--- src/common/dscf_pkg.sv ---
// Purpose: Shared constants and types for the serial channel controller
// Assumes: 32-bit AXI4-Lite register bus, one aclk domain
// Notes: Offsets are byte addresses of aligned words
package dscf_pkg;
	// ----------------------------------------------------------------
	// Register map
	// ----------------------------------------------------------------
	localparam logic [7:0] ADDR_CTRL = 8'h00; // Mode and handshake
	localparam logic [7:0] ADDR_DIV = 8'h04; // Baud divisor
	localparam logic [7:0] ADDR_STAT = 8'h08; // Line and buffer state
	localparam logic [7:0] ADDR_TOUT = 8'h0C; // Flush timeout in ms
	localparam logic [7:0] ADDR_DIR = 8'h10; // Bit-bang pin direction
	localparam logic [1:0] RESP_OK = 2'h0; // OKAY
	localparam logic [1:0] RESP_ERR = 2'h2; // SLVERR
	// ----------------------------------------------------------------
	// Reset values and limits
	// ----------------------------------------------------------------
	localparam logic [13:0] DIV_INT_RST = 14'h001A; // Integer part
	localparam logic [13:0] DIV_INT_MIN = 14'h0002; // Smallest integer
	localparam logic [7:0] TOUT_RST = 8'h10; // 16 ms
	localparam logic [7:0] TOUT_MIN = 8'h01; // 1 ms
	localparam logic [15:0] CFG_BLANK = 16'hFFFF; // Erased image word
	localparam logic [7:0] XON_CHAR = 8'h11; // Resume character
	localparam logic [7:0] XOFF_CHAR = 8'h13; // Pause character
	// ----------------------------------------------------------------
	// Timing
	// ----------------------------------------------------------------
	localparam int CLK_NS = 40; // aclk period
	localparam int MS_NS = 1000000; // One millisecond
	localparam int MS_CYC = MS_NS / CLK_NS; // Cycles per millisecond
	localparam logic [3:0] SUB_LAST = 4'hF; // Last of 16 ticks per bit
	localparam logic [3:0] SUB_MID = 4'h7; // Start bit centre
	localparam logic [3:0] BITS7_LAST = 4'h6; // Last data bit, 7-bit
	localparam logic [3:0] BITS8_LAST = 4'h7; // Last data bit, 8-bit
	// ----------------------------------------------------------------
	// Types
	// ----------------------------------------------------------------
	typedef enum logic [1:0] {
		DSCF_SERIAL = 2'b00,
		DSCF_BB_ASYNC = 2'b01,
		DSCF_BB_SYNC = 2'b10,
		DSCF_PFIFO = 2'b11
	} dscf_mode_t;
	typedef enum logic [1:0] {
		DSCF_IDLE = 2'b00,
		DSCF_START = 2'b01,
		DSCF_DATA = 2'b10,
		DSCF_STOP = 2'b11
	} dscf_st_t;
endpackage

--- src/rtl/dscf_channel.sv ---
// Purpose: One channel of a USB to serial/parallel bridge
// Assumes: aclk is the baud reference; inputs synchronous to aclk
// Notes: USB side is a byte stream in each direction
// How it works
// - Fractional accumulator makes a 16x bit tick
// - Divisor: 14-bit integer plus 3 fraction bits
// - Divisor span covers the full baud range
// - UART frames with 7 or 8 data bits
// - Modem lines RTS CTS DSR DTR DCD RI
// - Line driver enable high while transmitting
// - Hardware RTS/CTS, DTR/DSR and Xon/Xoff
// - Drive break out, detect break in
// - 128-byte transmit buffer feeds transmitter
// - 384-byte receive buffer feeds USB side
// - Bit-bang turns pins into 8-bit port
// - Bit-bang writes paced by baud tick
// - Async bit-bang shows read/write strobes
// - Sync bit-bang samples inputs per write
// - Config image picks mode per channel
// - Absent or blank image means serial
// - Only base image area is used
// - Integer 2..16384, fraction in eighths
// - Send-now strobe flushes receive buffer
// - Flush timeout 1 to 255 ms
`timescale 1ns/1ps
`default_nettype none
// --------------------------------------------------------------------
// Byte FIFO
// --------------------------------------------------------------------
module dscf_fifo #(
	parameter int DEPTH = 128
) (
	input wire logic clk, // Clock
	input wire logic rst_n, // Sync reset
	input wire logic push, // Write strobe
	input wire logic [7:0] din, // Write byte
	input wire logic pop, // Read strobe
	output logic [7:0] dout, // Head byte
	output logic [$clog2(DEPTH+1)-1:0] cnt, // Fill level
	output logic full, // No room
	output logic empty // No data
);
	localparam int CW = $clog2(DEPTH + 1);
	localparam int PW = $clog2(DEPTH);
	logic [7:0] mem_q [DEPTH]; // Storage
	logic [PW-1:0] wp_q, rp_q; // Pointers
	logic [CW-1:0] cnt_q; // Level
	wire do_push = push && !full;
	wire do_pop = pop && !empty;
	assign full = (cnt_q == CW'(DEPTH));
	assign empty = (cnt_q == '0);
	assign dout = mem_q[rp_q];
	assign cnt = cnt_q;
	// Storage has no reset
	always_ff @(posedge clk) begin
		if (do_push) begin
			mem_q[wp_q] <= din;
		end
	end
	// Pointers wrap at DEPTH, which need not be a power of two
	always_ff @(posedge clk) begin
		if (!rst_n) begin
			wp_q <= '0;
			rp_q <= '0;
			cnt_q <= '0;
		end else begin
			if (do_push) begin
				wp_q <= (wp_q == PW'(DEPTH - 1)) ? '0 : wp_q + 1'b1;
			end
			if (do_pop) begin
				rp_q <= (rp_q == PW'(DEPTH - 1)) ? '0 : rp_q + 1'b1;
			end
			cnt_q <= cnt_q + CW'(do_push) - CW'(do_pop);
		end
	end
endmodule
// --------------------------------------------------------------------
// Channel top
// --------------------------------------------------------------------
module dscf_channel #(
	parameter int TX_DEPTH = 128,
	parameter int RX_DEPTH = 384,
	parameter int RX_HIGH = 352,
	parameter int CFG_WORDS = 64,
	parameter int MS_CYCLES = dscf_pkg::MS_CYC
) (
	input wire logic aclk, // Clock
	input wire logic aresetn, // Sync reset
	input wire logic [7:0] awaddr, // Write address
	input wire logic awvalid, // Write address valid
	output logic awready, // Write address ready
	input wire logic [31:0] wdata, // Write data
	input wire logic [3:0] wstrb, // Byte lanes
	input wire logic wvalid, // Write data valid
	output logic wready, // Write data ready
	output logic [1:0] bresp, // Write response
	output logic bvalid, // Write response valid
	input wire logic bready, // Write response ready
	input wire logic [7:0] araddr, // Read address
	input wire logic arvalid, // Read address valid
	output logic arready, // Read address ready
	output logic [31:0] rdata, // Read data
	output logic [1:0] rresp, // Read response
	output logic rvalid, // Read data valid
	input wire logic rready, // Read data ready
	input wire logic usb_out_valid, // Byte from host
	output logic usb_out_ready, // Room in tx buffer
	input wire logic [7:0] usb_out_data, // Host byte
	output logic usb_in_valid, // Byte for host
	input wire logic usb_in_ready, // Host takes byte
	output logic [7:0] usb_in_data, // Byte to host
	output logic usb_in_send_all, // Send buffer now
	input wire logic cfg_present, // Image memory fitted
	input wire logic [15:0] cfg_word, // Channel word of image
	input wire logic send_now_wake_n, // Send-now strobe
	output logic txd, // Serial out
	input wire logic rxd, // Serial in
	output logic rts_n, // Request to send
	input wire logic cts_n, // Clear to send
	output logic dtr_n, // Terminal ready
	input wire logic dsr_n, // Set ready
	input wire logic dcd_n, // Carrier detect
	input wire logic ri_n, // Ring indicator
	output logic line_driver_enable, // Line driver on
	input wire logic [7:0] bb_in, // Port pins in
	output logic [7:0] bb_out, // Port pins out
	output logic [7:0] bb_oe_n, // Port drive, low drives
	output logic bb_wr_n, // Port write strobe
	output logic bb_rd_n // Port read strobe
);
	// ----------------------------------------------------------------
	// Parameter checks
	// ----------------------------------------------------------------
	if (TX_DEPTH < 2 || RX_DEPTH < 2 || RX_HIGH >= RX_DEPTH ||
		MS_CYCLES < 1 || MS_CYCLES >= 2 ** 24 ||
		!(CFG_WORDS == 64 || CFG_WORDS == 128 || CFG_WORDS == 256)) begin : g_chk
		$error("dscf_channel: unsupported parameters");
	end
	// ----------------------------------------------------------------
	// State
	// ----------------------------------------------------------------
	dscf_pkg::dscf_mode_t mode_q; // Channel mode
	logic seven_q, rtscts_q, dtrdsr_q, xon_q, brk_tx_q, rts_q, dtr_q;
	logic [13:0] div_int_q; // Divisor integer
	logic [2:0] div_frac_q; // Divisor eighths
	logic [7:0] tout_q, dir_q; // Timeout, direction
	logic cfg_done_q, cfg_cpu_q, cfg_opto_q; // Image load
	logic brk_q, xoff_q, sendall_q; // Sticky and flow flags
	logic aw_got_q, w_got_q, bvalid_q, rvalid_q;
	logic [7:0] awaddr_q; // Held write address
	logic [31:0] wdata_q, rdata_q; // Held write, read data
	logic [3:0] wstrb_q; // Held lanes
	logic [1:0] bresp_q, rresp_q; // Responses
	logic [17:0] acc_q; // Baud accumulator
	dscf_pkg::dscf_st_t tx_st_q, rx_st_q; // UART states
	logic [3:0] tx_sub_q, rx_sub_q, tx_bit_q, rx_bit_q;
	logic [7:0] tx_sh_q, rx_sh_q; // Shift registers
	logic txd_q, lde_q, rts_n_q, dtr_n_q, bbw_n_q, bbr_n_q;
	logic [7:0] bb_out_q; // Port output
	logic [23:0] ms_cnt_q; // Millisecond divider
	logic [7:0] idle_ms_q; // Ms since last drain
	logic [7:0] tx_dout, rx_dout;
	logic [$clog2(TX_DEPTH+1)-1:0] tx_cnt;
	logic [$clog2(RX_DEPTH+1)-1:0] rx_cnt;
	logic tx_full, tx_empty, rx_full, rx_empty;
	// ----------------------------------------------------------------
	// Register view and decode
	// ----------------------------------------------------------------
	wire [31:0] stat_v = {21'h0, cfg_opto_q, cfg_cpu_q, cfg_done_q,
		rx_empty, tx_empty, xoff_q, brk_q, !ri_n, !dcd_n, !dsr_n, !cts_n};
	function automatic logic [31:0] view(input logic [7:0] a);
		case (a)
			dscf_pkg::ADDR_CTRL: view = {23'h0, dtr_q, rts_q, brk_tx_q,
				xon_q, dtrdsr_q, rtscts_q, seven_q, mode_q};
			dscf_pkg::ADDR_DIV: view = {15'h0, div_frac_q, div_int_q};
			dscf_pkg::ADDR_STAT: view = stat_v;
			dscf_pkg::ADDR_TOUT: view = {24'h0, tout_q};
			dscf_pkg::ADDR_DIR: view = {24'h0, dir_q};
			default: view = 32'h0;
		endcase
	endfunction
	function automatic logic hit(input logic [7:0] a);
		hit = (a == dscf_pkg::ADDR_CTRL) || (a == dscf_pkg::ADDR_DIV) ||
			(a == dscf_pkg::ADDR_STAT) || (a == dscf_pkg::ADDR_TOUT) ||
			(a == dscf_pkg::ADDR_DIR);
	endfunction
	wire wr_do = aw_got_q && w_got_q && !bvalid_q; // Both halves held
	wire we = wr_do && hit(awaddr_q);
	wire [31:0] wmask = {{8{wstrb_q[3]}}, {8{wstrb_q[2]}},
		{8{wstrb_q[1]}}, {8{wstrb_q[0]}}};
	logic [31:0] wv; // Merged write value
	// Process form so register changes behind view() are seen
	always_comb begin
		wv = (view(awaddr_q) & ~wmask) | (wdata_q & wmask);
	end
	wire we_ctrl = we && awaddr_q == dscf_pkg::ADDR_CTRL;
	wire we_div = we && awaddr_q == dscf_pkg::ADDR_DIV;
	wire we_tout = we && awaddr_q == dscf_pkg::ADDR_TOUT;
	wire we_dir = we && awaddr_q == dscf_pkg::ADDR_DIR;
	wire brk_clr = we && awaddr_q == dscf_pkg::ADDR_STAT &&
		wstrb_q[0] && wdata_q[4];
	wire ar_hs = arvalid && !rvalid_q;
	assign awready = !aw_got_q && !bvalid_q;
	assign wready = !w_got_q && !bvalid_q;
	assign arready = !rvalid_q;
	assign bvalid = bvalid_q;
	assign bresp = bresp_q;
	assign rvalid = rvalid_q;
	assign rresp = rresp_q;
	assign rdata = rdata_q;
	// AXI4-Lite handshakes, one write and one read at a time
	always_ff @(posedge aclk) begin
		if (!aresetn) begin
			aw_got_q <= 1'b0;
			w_got_q <= 1'b0;
			bvalid_q <= 1'b0;
			rvalid_q <= 1'b0;
			awaddr_q <= 8'h00;
			wdata_q <= 32'h0;
			wstrb_q <= 4'h0;
			bresp_q <= dscf_pkg::RESP_OK;
			rresp_q <= dscf_pkg::RESP_OK;
			rdata_q <= 32'h0;
		end else begin
			if (awvalid && awready) begin
				aw_got_q <= 1'b1;
				awaddr_q <= awaddr;
			end else if (wr_do) begin
				aw_got_q <= 1'b0;
			end
			if (wvalid && wready) begin
				w_got_q <= 1'b1;
				wdata_q <= wdata;
				wstrb_q <= wstrb;
			end else if (wr_do) begin
				w_got_q <= 1'b0;
			end
			if (wr_do) begin
				bvalid_q <= 1'b1;
				bresp_q <= hit(awaddr_q) ? dscf_pkg::RESP_OK :
					dscf_pkg::RESP_ERR;
			end else if (bready) begin
				bvalid_q <= 1'b0;
			end
			if (ar_hs) begin
				rvalid_q <= 1'b1;
				rdata_q <= view(araddr);
				rresp_q <= hit(araddr) ? dscf_pkg::RESP_OK :
					dscf_pkg::RESP_ERR;
			end else if (rready) begin
				rvalid_q <= 1'b0;
			end
		end
	end
	// ----------------------------------------------------------------
	// Configuration image and control registers
	// ----------------------------------------------------------------
	wire cfg_ok = cfg_present && cfg_word != dscf_pkg::CFG_BLANK;
	wire [13:0] div_w = wv[13:0];
	wire [7:0] tout_w = wv[7:0];
	// Image captured once after reset, then software may override
	always_ff @(posedge aclk) begin
		if (!aresetn) begin
			cfg_done_q <= 1'b0;
			cfg_cpu_q <= 1'b0;
			cfg_opto_q <= 1'b0;
			mode_q <= dscf_pkg::DSCF_SERIAL;
			{dtr_q, rts_q, brk_tx_q, xon_q} <= 4'h0;
			{dtrdsr_q, rtscts_q, seven_q} <= 3'h0;
			div_int_q <= dscf_pkg::DIV_INT_RST;
			div_frac_q <= 3'h0;
			tout_q <= dscf_pkg::TOUT_RST;
			dir_q <= 8'h00;
		end else if (!cfg_done_q) begin
			cfg_done_q <= 1'b1;
			mode_q <= (cfg_ok && cfg_word[0]) ? dscf_pkg::DSCF_PFIFO :
				dscf_pkg::DSCF_SERIAL;
			cfg_cpu_q <= cfg_ok && cfg_word[1];
			cfg_opto_q <= cfg_ok && cfg_word[2];
		end else begin
			if (we_ctrl) begin
				mode_q <= dscf_pkg::dscf_mode_t'(wv[1:0]);
				{dtr_q, rts_q, brk_tx_q, xon_q} <= wv[8:5];
				{dtrdsr_q, rtscts_q, seven_q} <= wv[4:2];
			end
			if (we_div) begin
				// Zero means 16384, one is raised to two
				div_int_q <= (div_w == 14'h0001) ?
					dscf_pkg::DIV_INT_MIN : div_w;
				div_frac_q <= wv[16:14];
			end
			if (we_tout) begin
				tout_q <= (tout_w == 8'h00) ? dscf_pkg::TOUT_MIN : tout_w;
			end
			if (we_dir) begin
				dir_q <= wv[7:0];
			end
		end
	end
	// ----------------------------------------------------------------
	// Baud tick: divide by eighths
	// ----------------------------------------------------------------
	wire [17:0] div8 = {div_int_q == 14'h0, div_int_q, div_frac_q};
	wire [18:0] acc_nx = {1'b0, acc_q} + 19'h00008;
	wire tick = acc_nx >= {1'b0, div8};
	always_ff @(posedge aclk) begin
		if (!aresetn) begin
			acc_q <= 18'h0;
		end else begin
			if (we_div) begin
				// Restart so a smaller divisor never ticks back to back
				acc_q <= 18'h0;
			end else begin
				acc_q <= tick ? 18'(acc_nx - {1'b0, div8}) : acc_nx[17:0];
			end
		end
	end
	// ----------------------------------------------------------------
	// Buffers and data steering
	// ----------------------------------------------------------------
	wire is_ser = cfg_done_q && mode_q == dscf_pkg::DSCF_SERIAL;
	wire is_sync = mode_q == dscf_pkg::DSCF_BB_SYNC;
	wire is_bb = cfg_done_q && (is_sync || mode_q == dscf_pkg::DSCF_BB_ASYNC);
	wire [3:0] last_bit = seven_q ? dscf_pkg::BITS7_LAST :
		dscf_pkg::BITS8_LAST;
	localparam int RXC_W = $clog2(RX_DEPTH + 1); // Rx level width
	wire rx_high = rx_cnt >= RXC_W'(RX_HIGH);
	wire ser_go = is_ser && tx_st_q == dscf_pkg::DSCF_IDLE && !tx_empty &&
		!xoff_q && !(rtscts_q && cts_n) && !(dtrdsr_q && dsr_n);
	wire bb_fire = is_bb && tick;
	wire bb_wr = bb_fire && !tx_empty;
	wire bb_rd = bb_fire && tx_empty && !is_sync && !rx_full;
	wire tx_bend = tick && tx_sub_q == dscf_pkg::SUB_LAST;
	wire rx_bend = tick && rx_sub_q == dscf_pkg::SUB_LAST;
	wire [7:0] rx_byte = seven_q ? {1'b0, rx_sh_q[7:1]} : rx_sh_q;
	wire rx_fin = rx_st_q == dscf_pkg::DSCF_STOP && rx_bend;
	wire is_flow = xon_q && (rx_byte == dscf_pkg::XON_CHAR ||
		rx_byte == dscf_pkg::XOFF_CHAR);
	wire ser_push = rx_fin && rxd && !is_flow;
	wire bb_push = (bb_wr && is_sync) || bb_rd;
	wire in_pop = usb_in_valid && usb_in_ready;
	dscf_fifo #(.DEPTH(TX_DEPTH)) u_txb (
		.clk(aclk), .rst_n(aresetn),
		.push(usb_out_valid && usb_out_ready), .din(usb_out_data),
		.pop(ser_go || bb_wr), .dout(tx_dout), .cnt(tx_cnt),
		.full(tx_full), .empty(tx_empty)
	);
	dscf_fifo #(.DEPTH(RX_DEPTH)) u_rxb (
		.clk(aclk), .rst_n(aresetn),
		.push(ser_push || bb_push), .din(is_bb ? bb_in : rx_byte),
		.pop(in_pop), .dout(rx_dout), .cnt(rx_cnt),
		.full(rx_full), .empty(rx_empty)
	);
	assign usb_out_ready = cfg_done_q && !tx_full;
	assign usb_in_valid = cfg_done_q && !rx_empty;
	assign usb_in_data = rx_dout;
	// ----------------------------------------------------------------
	// UART transmit and receive
	// ----------------------------------------------------------------
	always_ff @(posedge aclk) begin
		if (!aresetn) begin
			tx_st_q <= dscf_pkg::DSCF_IDLE;
			rx_st_q <= dscf_pkg::DSCF_IDLE;
			{tx_sub_q, rx_sub_q, tx_bit_q, rx_bit_q} <= 16'h0;
			tx_sh_q <= 8'h00;
			rx_sh_q <= 8'h00;
		end else begin
			tx_sub_q <= tx_sub_q + 4'(tick);
			case (tx_st_q)
				dscf_pkg::DSCF_IDLE: if (ser_go) begin
					tx_sh_q <= tx_dout;
					tx_sub_q <= 4'h0;
					tx_bit_q <= 4'h0;
					tx_st_q <= dscf_pkg::DSCF_START;
				end
				dscf_pkg::DSCF_START: if (tx_bend) begin
					tx_st_q <= dscf_pkg::DSCF_DATA;
				end
				dscf_pkg::DSCF_DATA: if (tx_bend) begin
					tx_sh_q <= {1'b0, tx_sh_q[7:1]};
					tx_bit_q <= tx_bit_q + 4'h1;
					if (tx_bit_q == last_bit) begin
						tx_st_q <= dscf_pkg::DSCF_STOP;
					end
				end
				dscf_pkg::DSCF_STOP: if (tx_bend) begin
					tx_st_q <= dscf_pkg::DSCF_IDLE;
				end
				default: tx_st_q <= dscf_pkg::DSCF_IDLE;
			endcase
			rx_sub_q <= rx_sub_q + 4'(tick);
			case (rx_st_q)
				// Start edge, then check the start bit at its centre
				dscf_pkg::DSCF_IDLE: if (is_ser && !rxd) begin
					rx_sub_q <= 4'h0;
					rx_bit_q <= 4'h0;
					rx_st_q <= dscf_pkg::DSCF_START;
				end
				dscf_pkg::DSCF_START: if (tick &&
					rx_sub_q == dscf_pkg::SUB_MID) begin
					rx_sub_q <= 4'h0;
					rx_st_q <= rxd ? dscf_pkg::DSCF_IDLE :
						dscf_pkg::DSCF_DATA;
				end
				dscf_pkg::DSCF_DATA: if (rx_bend) begin
					rx_sh_q <= {rxd, rx_sh_q[7:1]};
					rx_bit_q <= rx_bit_q + 4'h1;
					if (rx_bit_q == last_bit) begin
						rx_st_q <= dscf_pkg::DSCF_STOP;
					end
				end
				dscf_pkg::DSCF_STOP: if (rx_bend) begin
					rx_st_q <= dscf_pkg::DSCF_IDLE;
				end
				default: rx_st_q <= dscf_pkg::DSCF_IDLE;
			endcase
		end
	end
	// ----------------------------------------------------------------
	// Pins, flags and flush
	// ----------------------------------------------------------------
	wire ms_tick = ms_cnt_q == 24'(MS_CYCLES - 1);
	wire tout_hit = idle_ms_q == tout_q;
	wire flush_set = (!send_now_wake_n || tout_hit) && !rx_empty;
	always_ff @(posedge aclk) begin
		if (!aresetn) begin
			{txd_q, rts_n_q, dtr_n_q, bbw_n_q, bbr_n_q} <= 5'h1F;
			{lde_q, brk_q, xoff_q, sendall_q} <= 4'h0;
			bb_out_q <= 8'h00;
			ms_cnt_q <= 24'h0;
			idle_ms_q <= 8'h00;
		end else begin
			txd_q <= !brk_tx_q && !(is_ser && (tx_st_q ==
				dscf_pkg::DSCF_START || (tx_st_q == dscf_pkg::DSCF_DATA &&
				!tx_sh_q[0])));
			lde_q <= tx_st_q != dscf_pkg::DSCF_IDLE;
			rts_n_q <= rtscts_q ? rx_high : !rts_q;
			dtr_n_q <= dtrdsr_q ? rx_high : !dtr_q;
			brk_q <= (rx_fin && !rxd && rx_byte == 8'h00) ||
				(brk_q && !brk_clr);
			if (rx_fin && rxd && xon_q) begin
				if (rx_byte == dscf_pkg::XOFF_CHAR) begin
					xoff_q <= 1'b1;
				end else if (rx_byte == dscf_pkg::XON_CHAR) begin
					xoff_q <= 1'b0;
				end
			end else if (!xon_q) begin
				xoff_q <= 1'b0;
			end
			bbw_n_q <= !bb_wr;
			bbr_n_q <= !bb_rd;
			if (bb_wr) begin
				bb_out_q <= tx_dout;
			end
			ms_cnt_q <= ms_tick ? 24'h0 : ms_cnt_q + 24'h1;
			if (rx_empty || in_pop) begin
				idle_ms_q <= 8'h00;
			end else if (ms_tick && !tout_hit) begin
				idle_ms_q <= idle_ms_q + 8'h01;
			end
			sendall_q <= flush_set || (sendall_q && !rx_empty);
		end
	end
	assign txd = txd_q;
	assign line_driver_enable = lde_q;
	assign rts_n = rts_n_q;
	assign dtr_n = dtr_n_q;
	assign bb_out = bb_out_q;
	assign bb_oe_n = is_bb ? ~dir_q : 8'hFF;
	assign bb_wr_n = bbw_n_q;
	assign bb_rd_n = bbr_n_q;
	assign usb_in_send_all = sendall_q;
	// ----------------------------------------------------------------
	// Assertions
	// ----------------------------------------------------------------
	property p_brk;
		@(posedge aclk) disable iff (!aresetn) brk_tx_q |=> !txd;
	endproperty
	a_brk: assert property (p_brk) else $error("break not driven");
	property p_lde;
		@(posedge aclk) disable iff (!aresetn)
		tx_st_q == dscf_pkg::DSCF_START |=> line_driver_enable;
	endproperty
	a_lde: assert property (p_lde) else $error("driver off");
	property p_cts;
		@(posedge aclk) disable iff (!aresetn)
		rtscts_q && cts_n && tx_st_q == dscf_pkg::DSCF_IDLE |=>
		tx_st_q == dscf_pkg::DSCF_IDLE;
	endproperty
	a_cts: assert property (p_cts) else $error("sent without CTS");
	property p_rts;
		@(posedge aclk) disable iff (!aresetn)
		rtscts_q && rx_high |=> rts_n;
	endproperty
	a_rts: assert property (p_rts) else $error("RTS kept on");
	property p_cfg;
		@(posedge aclk) disable iff (!aresetn)
		!cfg_done_q |-> !usb_out_ready && !usb_in_valid ##1 cfg_done_q;
	endproperty
	a_cfg: assert property (p_cfg) else $error("early traffic");
	property p_now;
		@(posedge aclk) disable iff (!aresetn)
		!send_now_wake_n && !rx_empty |=> usb_in_send_all;
	endproperty
	a_now: assert property (p_now) else $error("no flush");
	property p_bbw;
		@(posedge aclk) disable iff (!aresetn)
		bb_wr |=> !bb_wr_n && bb_out == $past(tx_dout) ##1 bb_wr_n;
	endproperty
	a_bbw: assert property (p_bbw) else $error("bad write strobe");
	property p_sync;
		@(posedge aclk) disable iff (!aresetn)
		bb_wr && is_sync && !rx_full && !in_pop |=>
		rx_cnt == $past(rx_cnt) + 1'b1;
	endproperty
	a_sync: assert property (p_sync) else $error("no sample");
	property p_tick;
		@(posedge aclk) disable iff (!aresetn) tick |=> !tick;
	endproperty
	a_tick: assert property (p_tick) else $error("tick too fast");
	property p_div;
		@(posedge aclk) disable iff (!aresetn)
		div_int_q != 14'h0001 && tout_q != 8'h00;
	endproperty
	a_div: assert property (p_div) else $error("bad divisor");
	c_tx: cover property (@(posedge aclk) tx_st_q == dscf_pkg::DSCF_STOP);
	c_rx: cover property (@(posedge aclk) ser_push);
	c_fl: cover property (@(posedge aclk) sendall_q && in_pop);
endmodule
`default_nettype wire

--- config.mk ---
export PLATFORM = sky130hd
export DESIGN_NAME = dscf_channel
export DESIGN_NICKNAME = d
export VERILOG_FILES = /design/src/common/dscf_pkg.sv /design/src/rtl/dscf_channel.sv
export SDC_FILE = /design/constraint.sdc
export NUM_CORES = 2
export LEC_CHECK = 0
export BUFFER_PORTS_ARGS = -buffer_cell sky130_fd_sc_hd__buf_2
export CAP_MARGIN = 10
export CELL_PAD_IN_SITES_DETAIL_PLACEMENT = 1
export CELL_PAD_IN_SITES_GLOBAL_PLACEMENT = 1
export CORE_MARGIN = 2
export CORE_UTILIZATION = 34
export CTS_CLUSTER_DIAMETER = 40
export DETAILED_ROUTE_END_ITERATION = 8
export GPL_ROUTABILITY_DRIVEN = 1
export GPL_TIMING_DRIVEN = 1
export HOLD_SLACK_MARGIN = 0.06
export PLACE_DENSITY_LB_ADDON = 0.3
export REMOVE_ABC_BUFFERS = 1
export SYNTH_ARGS = -nofsm -noshare
export SYNTH_HDL_FRONTEND = slang
export SYNTH_SLANG_ARGS = --single-unit
--- constraint.sdc ---
create_clock -name aclk -period 45.3 [get_ports aclk]
set_input_delay 11.325 -clock aclk [delete_from_list [all_inputs] [get_ports aclk]]
set_output_delay 11.325 -clock aclk [all_outputs]
set_load 0.02 [all_outputs]
==> flow_summary.yaml <==
run_status:
  status: "complete, no violations"
global_route:
  grt_pass1_vias: 94842
  grt_usage: 0.177
  grt_pass1_wl_mm: 672
  antenna_found_initial: 21
  gr-total-overflow: 0
  grt_max_degree: 209
synthesis:
  syn_area_sq_um: 172000
  synth.distinct_cells: 82
  avgSynthCellArea_sq_um: 18.8
  syn_inst: 9104
  synth_top_area_frac: 0.717
  yosysWarnings: 0
  synth-seq-cells: 4360
  yosysSeqAreaShare: 0.748
  synth_area_leaders: "edfxtp_1 72%, mux4_2 12%, dfxtp_1 3.1%, mux2i_1 2.0%, nor2_1 1.4%"
  synth-edff-count: 4096
  synth_area_leader_cell: "edfxtp_1"
  async_flop_share: 0
  synthFlopType: "edfxtp_1"
placement:
  numPortBuffers: 140
  dp.cells: 15579
  place_area_sq_um: 180000
  dp_hpwl_mm: 285
  gp_congestion: 0.804
drt:
  drt_wl_total_mm: 461
  wl_per_cell_um: 27.7
  via_per_inst: 5.33
  drc_errors: 0
  ant_nets: 0
  dr.first_iter.drc_count: 7753
  first_pass_iters: 6
  vias: 88597
cells_and_area:
  fin_cells: 16622
  seq_area_sq_um: 128000
  num-fill-cells: 48362
  mostFrequentLayoutCells: "4096 x edfxtp_1, 910 x mux4_2, 647 x nor2_1"
  syn2layout_area_growth_pct: 16.1
  final_area_sq_um: 199000
  drive_above_1_share: 0.226
  multiInputGateArea_sq_um: 40900
  nets: 9638
  mostFrequentLayoutCell: "edfxtp_1"
power:
  leakagePower_nw: 58.0
  ir_drop_mv: 0.0396
  cellPowerDensity_nw_per_um2: 49.3
hold_path:
  hold_class: "reg2reg"
  hold_depth: 1
worst_setup_path:
  worstPathArrival_ns: 8.29
  end_kind: "output port"
  start_kind: "flip-flop"
  ff2ff_path_depth: 17
  cp.required_ns: 33.97
  reg2reg_setup_slack_ns: 39.04
  critical_path_class: "reg2out"
  cp_max_fo: 45
floorplan:
  num_io_pins: 174
  rows: 260
  die_w_um: 714
  start_util: 0.342
  core_region_area_sq_um: 502000
  die_h_um: 714
  die-area_sq_um: 510000
timing:
  hold_viol: 0
  worstMarginPinSlew_ns: 1.28
  whs_ns: 0.455
  min_period_ns: 19.62
  finClkSkew_ns: 0.0925
  drv_slew: 0
  max-slew-margin-rel: 0.135
  post-route-period-util: 0.433
  setup_viol: 0
  fmax_mhz: 51.0
  rsz0062_at_grt: "false"
clock_network:
  post_cts_resized: 0
  hold_buffers: 0
  postCtsSetupBuffers: 0
  cts_max_path_buffers: 4
  htree_levels: 6
  cts-root-buf: "clkbuf_16"
  clock_latency_ns: 1.04
  cts_buffers: 564
  cts_tree: "done"
  clock_sinks: 4360
  path_clk_slew_ns: 0.06
run:
  drv_cap: 0
[cell type report]
type                    count  area share
diodes                      7   0.0000880
clock buffers             662      0.0751
multi-input cells        4139       0.206
inverters                  70     0.00132
flip-flops and latches   4360       0.644
well taps                6681      0.0420
repair buffers            330      0.0116
clock inverters           373      0.0202
[path summary, 6_finish.rpt]
| check | start | to |
|---|---|---|
| max reg2reg | acc_q[3] | u_rxb.mem_q[122][5] |
| max | flip-flop | usb_in_data[0] |
| min reg2reg | ms_cnt_q[0] | ms_cnt_q[0] |
| min | ms_cnt_q[0] | ms_cnt_q[0] |
[per-layer routing]
metal  routed length [um]  global-route usage  up-vias  part of all wire
met2               230000               0.300     2519              0.50
li1                     -                   -    37817                 -
met5                   15                   0        -          0.000033
met1               192000               0.235    47537              0.42
met3                25000              0.0282      722             0.054
met4                13800              0.0537        2             0.030
[cell families after synthesis]
logic type | count (synthesis) | share of synthesized area
mux | 1275 | 0.141
other cells | 1 | 0.0000219
simple gates | 1661 | 0.0440
compound gates | 1024 | 0.0420
fa+ha+maj | 73 | 0.00545
xor+xnor | 89 | 0.00454
flops | 4360 | 0.748
buf+inv | 621 | 0.0155
[worst max-delay path, stage by stage (launching register included)]
cell      delay [ns]
dfxtp_4         0.66
buf_4           0.61
buf_4           0.71
buf_4           0.87
buf_4           0.86
mux4_2          0.67
mux4_2          0.46
o21ai_0         0.31
a31oi_1         0.11
buf_4           0.21
a21oi_1         0.73
o221ai_1        0.49
buf_2           0.31
[metrics by stage]
step | worst slack [ns] | utilization | TNS [ns] | total power, W
final | 25.68 | 0.397 | 0 | 0.00981
after global placement | 26.77 | 0.359 | 0 | 0.00541
after CTS | 25.57 | 0.397 | 0 | 0.00991
after global routing | 25.22 | 0.397 | 0 | 0.0101
after detailed placement | 26.69 | 0.359 | 0 | 0.00543
after floorplan | -3.11 | - | -24.43 | 0.00558
[cells in the mapped netlist (all sizes together), types with 59 or more instances]
cell / instances
mux4: 910
nor3: 66
a221oi: 78
dfxtp: 264
buf: 259
inv: 70
nand3: 127
mux2i: 345
a21oi: 176
ha: 70
nand2: 440
clkbuf: 292
nor2: 655
a22oi: 269
nor2b: 59
edfxtp: 4096
o21ai: 106
o22ai: 86
[power by group]
part | switching [W] | internal [W]
sequential | 0.0000316 | 0.00441
combinational | 0.000515 | 0.000374
clock | 0.00181 | 0.00267
total | 0.00236 | 0.00746
[registers in the layout, summed over array words and instances (netlist names), 9 cells and up, named ones only]
name and flops:
u_rxb.wp_q 9, u_rxb.cnt 9, u_rxb.mem_q 3072, u_rxb.rp_q 9, u_txb.mem_q 1024, rdata 17, div_int_q 14, acc_q 18
ms_cnt_q 24, wdata_q 17
No activity file was read; power rests on OpenSTA's default activity.
